`src/psc_defines.vh`:
```
`ifndef PSC_DEFINES_VH
`define PSC_DEFINES_VH
`define PSC_REG_CTRL 8'h00
`define PSC_REG_LIVE 8'h04
`define PSC_REG_STAT 8'h08
`define PSC_REG_MASK 8'h0C
`define PSC_CTRL_FW_OFF 0
`define PSC_EV_W 5
`define PSC_EV_OT_WARN 0
`define PSC_EV_OT_SHUT 1
`define PSC_EV_FAULT 2
`define PSC_EV_BUS_WR 3
`define PSC_EV_IN_LOST 4
`define PSC_CTL_ADDR_HI 4'hB
`define PSC_MEM_ADDR_HI 4'hA
`define PSC_NV_BYTES 96
`define PSC_ID_BYTES 128
`define PSC_PTR_LIVE 7'h60
`define PSC_PTR_CTRL 7'h61
`define PSC_CLK_HZ 28'h1312D00
`define PSC_OT_WARN_S 28'h000000A
`define PSC_OT_WARN_CYC (`PSC_OT_WARN_S * `PSC_CLK_HZ)
`define PSC_OT_CNT_W 28
`define PSC_SYNC_W 13
`endif

```
`src/psc_top.v`:
```
`timescale 1ns/1ns
`include "psc_defines.vh"
//Contract
//- Main output on while remote switch input high, off while low.
//- Remote off request or firmware off command alone turns output off.
//- Output stays off unless short enable pin is tied to return.
//- Memory writes blocked while guard high or open; allowed only when low. Code guards the 128-byte memory only.
//- Input-good line released high while input voltage is in range.
//- Output-good line released high while main output voltage present.
//- Over-temperature pulls warning low about ten seconds, then shuts down.
//- After thermal shutdown, restart when temperature normal; release warning.
//- Fault line low on thermal, overvoltage, overcurrent, input fault, no output.
//- Alert line released high unless an interrupt is pending.
//- Controller answers 1011+straps, memory answers 1010+straps on the bus.
//- Straps default high; host grounds them, up to eight modules share bus.
//- Host makes all bus clock pulses; device never drives clock.
//- Data line driven only for acknowledge or read data, else released.
//- Parameters reported only on host request; control accepted over bus.
//- Supply-present line permanently held at output return.
//- Controller offers 96 bytes of host-usable memory.
//- Separate 128-byte memory, guarded writes, holds identification.
module psc_top #(
	parameter [`PSC_OT_CNT_W-1:0] OT_WARN_CYC = `PSC_OT_WARN_CYC
) (
	// Clock and reset
	input wire clk_i,
	input wire rst_n_i,
	// Register port
	input wire [7:0] reg_addr_i,
	input wire [31:0] reg_wdata_i,
	input wire reg_wr_i,
	input wire reg_rd_i,
	output reg [31:0] reg_rdata_o,
	// Control and sense pins
	input wire remote_on_i,
	input wire blade_enable_n_i,
	input wire write_guard_i,
	input wire strap_bit_two_i,
	input wire strap_bit_one_i,
	input wire strap_bit_zero_i,
	input wire input_in_range_i,
	input wire output_present_i,
	input wire overvoltage_protection_i,
	input wire overcurrent_protection_i,
	input wire over_temp_i,
	// Two-wire bus
	input wire scl_i,
	input wire sda_i,
	output reg sda_o,
	output reg sda_oe_n_o,
	// Power and status lines
	output reg main_on_o,
	output reg input_good_flag_pd_n_o,
	output reg output_good_flag_pd_n_o,
	output reg temp_warn_pd_n_o,
	output reg fault_pd_n_o,
	output reg alert_pd_n_o,
	output reg supply_installed_flag_pd_n_o,
	output reg irq_o
);
	localparam S_IDLE = 3'h0;
	localparam S_ADDR = 3'h1;
	localparam S_ACK = 3'h2;
	localparam S_WR = 3'h3;
	localparam S_RD = 3'h4;
	localparam S_RACK = 3'h5;

	reg [`PSC_SYNC_W-1:0] sync1_reg;
	reg [`PSC_SYNC_W-1:0] sync2_reg;
	reg scl_prev_reg;
	reg sda_prev_reg;
	reg fw_off_reg;
	reg ot_shut_reg;
	reg [`PSC_OT_CNT_W-1:0] ot_cnt_reg;
	reg [`PSC_EV_W-1:0] stat_reg;
	reg [`PSC_EV_W-1:0] mask_reg;
	reg fault_prev_reg;
	reg in_prev_reg;
	reg [2:0] state_reg;
	reg [2:0] bitcnt_reg;
	reg [7:0] shreg_reg;
	reg [6:0] ptr_reg;
	reg sel_mem_reg;
	reg rw_reg;
	reg first_reg;
	reg got_reg;
	reg [7:0] nv_mem [0:`PSC_NV_BYTES-1];
	reg [7:0] id_mem [0:`PSC_ID_BYTES-1];

	wire remote_s = sync2_reg[12];
	wire blade_n_s = sync2_reg[11];
	wire guard_s = sync2_reg[10];
	wire [2:0] strap_s = sync2_reg[9:7];
	wire in_range_s = sync2_reg[6];
	wire out_pres_s = sync2_reg[5];
	wire ovp_s = sync2_reg[4];
	wire ocp_s = sync2_reg[3];
	wire hot_s = sync2_reg[2];
	wire scl_s = sync2_reg[1];
	wire sda_s = sync2_reg[0];

	wire scl_rise = scl_s & ~scl_prev_reg;
	wire scl_fall = ~scl_s & scl_prev_reg;
	wire bus_start = scl_s & scl_prev_reg & sda_prev_reg & ~sda_s;
	wire bus_stop = scl_s & scl_prev_reg & ~sda_prev_reg & sda_s;

	wire fault_now = ot_shut_reg | ovp_s | ocp_s | ~in_range_s |
		~out_pres_s;
	wire on_next = remote_s & ~blade_n_s & ~fw_off_reg &
		~ot_shut_reg;
	// Live snapshot shared by the register port and the bus pointer
	wire [9:0] live = {strap_s, guard_s, ot_shut_reg, main_on_o, ~fault_now,
		~(hot_s | ot_shut_reg), out_pres_s, in_range_s};

	// Counter parks at its end value while shut; cooling clears it
	wire ot_end = hot_s & ~ot_shut_reg &
		(ot_cnt_reg == OT_WARN_CYC - 1'b1);
	// Seven-bit compare only; general call is not answered
	wire addr_ctl = shreg_reg[7:1] == {`PSC_CTL_ADDR_HI, strap_s};
	wire addr_mem = shreg_reg[7:1] == {`PSC_MEM_ADDR_HI, strap_s};
	wire wr_byte = (state_reg == S_WR) & got_reg & scl_fall & ~first_reg;
	wire wr_nv = wr_byte & ~sel_mem_reg & (ptr_reg < `PSC_NV_BYTES);
	// Guarded writes still get their ack; the store and its bus-write event are dropped
	wire wr_id = wr_byte & sel_mem_reg & ~guard_s;
	wire wr_ctl = wr_byte & ~sel_mem_reg & (ptr_reg == `PSC_PTR_CTRL);

	reg [7:0] rd_byte;
	always @* begin
		if (sel_mem_reg) begin
			rd_byte = id_mem[ptr_reg];
		end else if (ptr_reg < `PSC_NV_BYTES) begin
			rd_byte = nv_mem[ptr_reg];
		end else if (ptr_reg == `PSC_PTR_LIVE) begin
			rd_byte = live[7:0];
		end else if (ptr_reg == `PSC_PTR_CTRL) begin
			rd_byte = {7'h00, fw_off_reg};
		end else begin
			// Unused controller pointers read all ones
			rd_byte = 8'hFF;
		end
	end

	wire [`PSC_EV_W-1:0] ev;
	assign ev[`PSC_EV_OT_WARN] = hot_s & (ot_cnt_reg == {`PSC_OT_CNT_W{1'b0}})
		& ~ot_shut_reg;
	assign ev[`PSC_EV_OT_SHUT] = ot_end;
	assign ev[`PSC_EV_FAULT] = fault_now & ~fault_prev_reg;
	assign ev[`PSC_EV_BUS_WR] = wr_nv | wr_id | wr_ctl;
	assign ev[`PSC_EV_IN_LOST] = ~in_range_s & in_prev_reg;

	wire stat_clr = reg_wr_i & (reg_addr_i == `PSC_REG_STAT);
	// Set beats clear so an event in the clearing cycle survives
	wire [`PSC_EV_W-1:0] stat_next = ev |
		(stat_reg & ~(stat_clr ? reg_wdata_i[`PSC_EV_W-1:0] :
		{`PSC_EV_W{1'b0}}));
	// Interrupt uses this cycle's events, so alert is not a cycle late
	wire irq_next = |(stat_next & mask_reg);

	// Memories carry no reset; contents survive a logic reset
	always @(posedge clk_i) begin
		if (wr_nv) begin
			nv_mem[ptr_reg] <= shreg_reg;
		end
		if (wr_id) begin
			id_mem[ptr_reg] <= shreg_reg;
		end
	end

	always @(posedge clk_i) begin
		if (!rst_n_i) begin
			// Bus lines reset to their idle high level: no false edge
			sync1_reg <= {{(`PSC_SYNC_W-2){1'b0}}, 2'h3};
			sync2_reg <= {{(`PSC_SYNC_W-2){1'b0}}, 2'h3};
			scl_prev_reg <= 1'b1;
			sda_prev_reg <= 1'b1;
		end else begin
			sync1_reg <= {remote_on_i, blade_enable_n_i, write_guard_i,
				strap_bit_two_i, strap_bit_one_i, strap_bit_zero_i,
				input_in_range_i, output_present_i,
				overvoltage_protection_i, overcurrent_protection_i,
				over_temp_i, scl_i, sda_i};
			sync2_reg <= sync1_reg;
			scl_prev_reg <= scl_s;
			sda_prev_reg <= sda_s;
		end
	end

	// Power control, thermal sequence, status lines
	always @(posedge clk_i) begin
		if (!rst_n_i) begin
			ot_shut_reg <= 1'b0;
			ot_cnt_reg <= {`PSC_OT_CNT_W{1'b0}};
			main_on_o <= 1'b0;
			input_good_flag_pd_n_o <= 1'b1;
			output_good_flag_pd_n_o <= 1'b1;
			temp_warn_pd_n_o <= 1'b1;
			fault_pd_n_o <= 1'b1;
			alert_pd_n_o <= 1'b1;
			supply_installed_flag_pd_n_o <= 1'b0;
			// Fault taken as present in reset so release raises no event
			fault_prev_reg <= 1'b1;
			in_prev_reg <= 1'b0;
		end else begin
			if (!hot_s) begin
				ot_cnt_reg <= {`PSC_OT_CNT_W{1'b0}};
				ot_shut_reg <= 1'b0;
			end else if (ot_end) begin
				ot_shut_reg <= 1'b1;
			end else if (!ot_shut_reg) begin
				ot_cnt_reg <= ot_cnt_reg + 1'b1;
			end
			main_on_o <= on_next;
			input_good_flag_pd_n_o <= in_range_s;
			output_good_flag_pd_n_o <= out_pres_s;
			temp_warn_pd_n_o <= ~(hot_s | ot_shut_reg);
			fault_pd_n_o <= ~fault_now;
			alert_pd_n_o <= ~irq_next;
			supply_installed_flag_pd_n_o <= 1'b0;
			fault_prev_reg <= fault_now;
			in_prev_reg <= in_range_s;
		end
	end

	// Register port and interrupt logic
	always @(posedge clk_i) begin
		if (!rst_n_i) begin
			fw_off_reg <= 1'b0;
			stat_reg <= {`PSC_EV_W{1'b0}};
			mask_reg <= {`PSC_EV_W{1'b0}};
			irq_o <= 1'b0;
			reg_rdata_o <= 32'h00000000;
		end else begin
			stat_reg <= stat_next;
			irq_o <= irq_next;
			// Register port wins over a bus write in the same cycle
			if (reg_wr_i && reg_addr_i == `PSC_REG_CTRL) begin
				fw_off_reg <= reg_wdata_i[`PSC_CTRL_FW_OFF];
			end else if (wr_ctl) begin
				fw_off_reg <= shreg_reg[0];
			end
			if (reg_wr_i && reg_addr_i == `PSC_REG_MASK) begin
				mask_reg <= reg_wdata_i[`PSC_EV_W-1:0];
			end
			reg_rdata_o <= 32'h00000000;
			if (reg_rd_i) begin
				case (reg_addr_i)
				`PSC_REG_CTRL: begin
					reg_rdata_o <= {31'h00000000, fw_off_reg};
				end
				`PSC_REG_LIVE: begin
					reg_rdata_o <= {22'h000000, live};
				end
				`PSC_REG_STAT: begin
					reg_rdata_o <= {27'h0000000, stat_reg};
				end
				`PSC_REG_MASK: begin
					reg_rdata_o <= {27'h0000000, mask_reg};
				end
				default: begin
					reg_rdata_o <= 32'h00000000;
				end
				endcase
			end
		end
	end

	// Two-wire target; clock line is only ever sampled
	always @(posedge clk_i) begin
		if (!rst_n_i) begin
			state_reg <= S_IDLE;
			bitcnt_reg <= 3'h0;
			shreg_reg <= 8'h00;
			ptr_reg <= 7'h00;
			sel_mem_reg <= 1'b0;
			rw_reg <= 1'b0;
			first_reg <= 1'b0;
			got_reg <= 1'b0;
			sda_o <= 1'b0;
			sda_oe_n_o <= 1'b1;
		end else begin
			// Open-drain: only the enable moves, the level is always low
			sda_o <= 1'b0;
			if (bus_start) begin
				state_reg <= S_ADDR;
				bitcnt_reg <= 3'h0;
				got_reg <= 1'b0;
				sda_oe_n_o <= 1'b1;
			end else if (bus_stop) begin
				state_reg <= S_IDLE;
				sda_oe_n_o <= 1'b1;
			end else if (scl_rise) begin
				case (state_reg)
				S_ADDR, S_WR: begin
					shreg_reg <= {shreg_reg[6:0], sda_s};
					bitcnt_reg <= bitcnt_reg + 1'b1;
					if (bitcnt_reg == 3'h7) begin
						got_reg <= 1'b1;
					end
				end
				S_RD: begin
					bitcnt_reg <= bitcnt_reg + 1'b1;
					if (bitcnt_reg == 3'h7) begin
						state_reg <= S_RACK;
					end
				end
				S_RACK: begin
					// Host ack asks for another byte; nack ends the read
					state_reg <= sda_s ? S_IDLE : S_ACK;
				end
				default: begin
					state_reg <= state_reg;
				end
				endcase
			end else if (scl_fall) begin
				case (state_reg)
				S_ADDR: begin
					if (got_reg) begin
						got_reg <= 1'b0;
						if (addr_ctl || addr_mem) begin
							sel_mem_reg <= addr_mem;
							rw_reg <= shreg_reg[0];
							first_reg <= ~shreg_reg[0];
							state_reg <= S_ACK;
							sda_oe_n_o <= 1'b0;
						end else begin
							state_reg <= S_IDLE;
						end
					end
				end
				S_WR: begin
					if (got_reg) begin
						got_reg <= 1'b0;
						first_reg <= 1'b0;
						if (first_reg) begin
							ptr_reg <= shreg_reg[6:0];
						end else begin
							// Pointer wraps at the top of its seven bits
							ptr_reg <= ptr_reg + 1'b1;
						end
						state_reg <= S_ACK;
						sda_oe_n_o <= 1'b0;
					end
				end
				S_ACK: begin
					bitcnt_reg <= 3'h0;
					if (rw_reg) begin
						// Host asked, so the byte at the pointer goes out
						sda_oe_n_o <= rd_byte[7];
						shreg_reg <= {rd_byte[6:0], 1'b0};
						ptr_reg <= ptr_reg + 1'b1;
						state_reg <= S_RD;
					end else begin
						sda_oe_n_o <= 1'b1;
						state_reg <= S_WR;
					end
				end
				S_RD: begin
					sda_oe_n_o <= shreg_reg[7];
					shreg_reg <= {shreg_reg[6:0], 1'b0};
				end
				S_RACK: begin
					sda_oe_n_o <= 1'b1;
				end
				default: begin
					sda_oe_n_o <= 1'b1;
				end
				endcase
			end
		end
	end
endmodule

```
`config.mk`:
```
export PLATFORM = sky130hd
export DESIGN_NAME = psc_top
export DESIGN_NICKNAME = d
export VERILOG_FILES = /design/src/psc_top.v
export VERILOG_INCLUDE_DIRS = /design/src /design/src/src
export SDC_FILE = /design/constraint.sdc
export NUM_CORES = 2
export LEC_CHECK = 0
export ABC_CLOCK_PERIOD_IN_PS = 7150
export BUFFER_PORTS_ARGS = -buffer_cell sky130_fd_sc_hd__buf_2
export CAP_MARGIN = 5
export CORE_ASPECT_RATIO = 2
export CORE_MARGIN = 10
export CORE_UTILIZATION = 60
export CTS_CLUSTER_DIAMETER = 120
export DETAILED_ROUTE_END_ITERATION = 8
export GPL_ROUTABILITY_DRIVEN = 1
export PLACE_DENSITY = 0.79
export SLEW_MARGIN = 20
export SYNTH_ARGS = -nofsm -noshare
export SYNTH_HDL_FRONTEND = slang
export SYNTH_SLANG_ARGS = --single-unit
```
`constraint.sdc`:
```
create_clock -name clk_i -period 7.15 [get_ports clk_i]
set_input_delay 0.3575 -clock clk_i [delete_from_list [all_inputs] [get_ports clk_i]]
set_output_delay 0.3575 -clock clk_i [all_outputs]
set_load 0.01 [all_outputs]
```
==> qor.yml <==
grt:
  antenna_found_initial: 4
  grt_max_degree: 115
  grt_pass1_wl_um: 285000
  grt-ovfl-total: 0
  track_usage_pct: 28.30
  grt_pass1_vias: 39610
cts:
  cts-resized-gates: 0
  cts_buffers: 148
  cts_tree: "yes"
  h-tree-depth: 4
  root_buffer: "clkbuf_16"
  clk_path_buf_depth: 3
  clkSlewWorstSetupHoldPaths_ns: 0.08
  clock_latency_ns: 0.80
  cts.sinks: 1912
logic_synthesis:
  synth_seq_cells: 1912
  ys_types: 72
  synth_edf_count: 1792
  postSynthCellCount: 3738
  yosys-mux-area-fraction_pct: 16.07
  synthAdderAreaFrac_pct: 0.1669
  syn_area_per_cell_um2: 20.06
  async_reset_ff_share_pct: 0
  synth-compound-area-share_pct: 2.243
  synth_top_family_by_area: "multiplexers"
  ys_seq_area_share_pct: 74.98
  syn-cell-area_mm2: 0.07497
  synth_warnings: 0
  synth-simple-area-share_pct: 4.321
  synth-xor-area-share_pct: 0.3622
  synthFlopType: "edfxtp_1"
critical_path:
  crit_chain: "buf_12, mux4_2, mux4_2, nor2b_1, a211oi_1, nor4_1, a211o_1"
  crit_type: "reg -> reg"
  cpPeakStageDelay_ns: 0.95
  path_common_cell: "mux4_2"
  cp_slowest_cell: "dfxtp_4"
  cp-end-kind: "flop"
  arrival_ns: 5.17
  path_max_fanout: 77
  critPathLaunchType: "flop"
  crit_required_ns: 7.85
detailed_routing:
  drt_pass1_iterations: 9
  wl_um: 196000
  drtIter0Drc: 4813
  ant_nets: 0
  drc: 0
  routedWlPerCell_um: 34.86
  vias: 38160
  viasPerCell: 6.786
floorplanning:
  fp.dieW_um: 269.9
  die_h_um: 519.9
  start_util_pct: 60.30
  die_area_mm2: 0.1403
  core_mm2: 0.1243
  ioPinCount: 99
  row_count: 183
power_and_ir_drop:
  powerDensity_mw_per_mm2: 247.8
  irDropWorstVdd_mv: 0.2444
  leakagePower_nw: 25.82
timing:
  fin_crit_sh_pct: 62.51
  final.setup_skew_ns: 0.03110
  fin_crit_ns: 4.469
  hold_violations: 0
  max_slew_margin_pct: 22.27
  rsz0062_at_grt: "no"
  finalMaxSlewViolations: 0
  worst_pin_slew_ns: 1.162
  max_freq_ghz: 0.2238
  setup_tns_ns: 0
  holdWs_ns: 0.1192
  setup_viol: 0
min_path:
  hold_class: "in -> reg"
  min-delay-start: "reg_addr_i[7]"
layout:
  largest_register_ffs: 1024
  area_delta_synth_final_pct: 9.128
  fillers: 7627
  drive_above_1_share_pct: 22.26
  seq_area_mm2: 0.05626
  multiInputGateArea_mm2: 0.01749
  final_nets: 3902
status:
  status: "completed"
place:
  gp_congestion: 0.9472
  post-dp-hpwl_um: 120900
  portBuffers: 47
job:
  max_cap_viol_count: 0
-- per-stage QoR --
step / cells / setup slack, ns / instance area, um^2 / utilization [%] / total power, W
4_1_cts: 5619 / 2.820 / 81760 / 65.76 / 0.02031
3_5_place_dp: 5326 / 2.823 / 76860 / 61.82 / 0.01235
5_1_grt: 5620 / 2.517 / 81800 / 65.79 / 0.02071
2_1_floorplan: 3761 / 2.435 / 75050 / - / 0.01234
6_report: 5623 / 2.681 / 81810 / 65.80 / 0.02027
3_3_place_gp: 5326 / 2.849 / 76850 / 61.81 / 0.01235
-- area by class of cell --
class	count	area share [%]
Antenna cell	4	0.01224
Clock inverter	101	0.9559
Multi-Input combinational cell	1596	21.38
Tap cell	1665	2.546
Sequential cell	1912	68.77
Inverter	24	0.1116
Timing Repair Buffer	153	1.479
Clock buffer	168	4.749
-- power by group --
| part | switching (W) | leakage [nW] | internal (W) |
|---|---|---|---|
| clock network | 0.00393 | 2.27 | 0.00423 |
| logic | 0.0000392 | 5.17 | 0.0000280 |
| registers | 0.00000935 | 18.4 | 0.0120 |
-- what timing repair did --
item | 4_1_cts | 5_1_grt
hold endpoints to repair | 33 | 0
setup buffers | 0 | 0
hold buffers | 24 | 0
endpoints found under the setup margin | 0 | 0
-- cell families (layout without fill, tap and decap cells) --
| family | count (synthesis) | count (layout) |
|---|---|---|
| simple gates | 709 | 709 |
| xor+xnor | 31 | 31 |
| buf+inv | 253 | 446 |
| flops | 1912 | 1912 |
| compound gates | 238 | 238 |
| other cells | 1 | 28 |
| fa+ha+maj | 10 | 10 |
| mux | 584 | 584 |
-- metal layers --
metal  vias to the layer above  track usage (%)  part of all wire, %
met5                         -                0               0.0056
met4                         2            23.42                   10
met3                       712            5.349                  7.9
met2                      2452            48.61                   52
met1                     19600            30.09                   30
li1                      15390                -                    -
-- path summary, 6_finish.rpt --
| check | end | cells after the start | slack (ns) |
|---|---|---|---|
| hold reg to reg | sync2_reg[6] | 1 | 0.45 |
| setup / recovery | shreg_reg[4] | 7 | 2.68 |
| setup reg to reg | shreg_reg[4] | 7 | 2.68 |
| hold / removal | reg_rdata_o[0] | 5 | 0.12 |
-- placed cells by master, fill, tap and decap left out, types with 9 or more instances in the layout --
cell	netlist	layout
nand3_1	46	46
nor2_1	320	318
clkinv_1	1	36
dfxtp_1	120	107
o2111ai_1	13	13
clkinvlp_4	0	12
a31oi_1	13	12
and3_1	17	17
inv_1	20	20
mux2i_1	81	81
and2_1	54	54
a211oi_1	18	18
clkbuf_1	90	15
clkinv_2	1	32
clkbuf_16	0	153
nor3_1	24	24
o211ai_1	10	10
dfxtp_4	0	12
a21oi_1	31	31
buf_2	51	47
nand2b_1	15	15
ha_1	10	10
nor2b_1	24	22
dlygate4sd3_1	0	24
o21ai_1	8	9
nor4_1	15	14
conb_1	1	24
buf_4	47	69
edfxtp_1	1792	1792
xor2_1	23	23
nand4_1	21	21
nand2_1	142	142
mux4_2	495	495
a22oi_1	51	51
o21ai_0	28	27
-- cells in the mapped netlist, types with 5 or more instances --
cell | count | area share (%)
mux2_2 | 8 | 0.12
o31ai_1 | 7 | 0.070
buf_2 | 51 | 0.34
a31oi_1 | 13 | 0.11
nand3b_1 | 6 | 0.060
nand4_1 | 21 | 0.18
nor2b_1 | 24 | 0.20
dfxtp_1 | 120 | 3.2
buf_6 | 24 | 0.36
a21boi_0 | 5 | 0.050
nand3_1 | 46 | 0.31
and3_1 | 17 | 0.14
and4_1 | 6 | 0.070
o21ai_1 | 8 | 0.053
a211o_1 | 6 | 0.070
xnor2_1 | 8 | 0.093
or3_1 | 6 | 0.050
inv_1 | 20 | 0.10
a21oi_1 | 31 | 0.21
mux2i_1 | 81 | 1.1
o211ai_1 | 10 | 0.10
buf_4 | 47 | 0.47
edfxtp_1 | 1792 | 72
xor2_1 | 23 | 0.27
o2111ai_1 | 13 | 0.15
nor3_1 | 24 | 0.16
a22oi_1 | 51 | 0.51
o22ai_1 | 5 | 0.042
o221ai_1 | 8 | 0.093
nand2_1 | 142 | 0.71
nor4_1 | 15 | 0.13
a32oi_1 | 5 | 0.058
ha_1 | 10 | 0.17
nand2b_1 | 15 | 0.13
mux4_2 | 495 | 15
nor2_1 | 320 | 1.6
clkbuf_1 | 90 | 0.45
buf_1 | 16 | 0.080
o21ai_0 | 28 | 0.19
and2_1 | 54 | 0.45
a211oi_1 | 18 | 0.18
-- critical path: cells and delay by family, from the launching register on --
| family | cells | cell delay, ns |
|---|---|---|
| buffers and inverters | 1 | 0.54 |
| and+or+nand+nor | 2 | 0.37 |
| muxes | 2 | 1.18 |
| AOI/OAI and AO/OA | 2 | 1.19 |
| DFF | 1 | 0.95 |
Note: power is estimated with default switching activity, not from simulation.
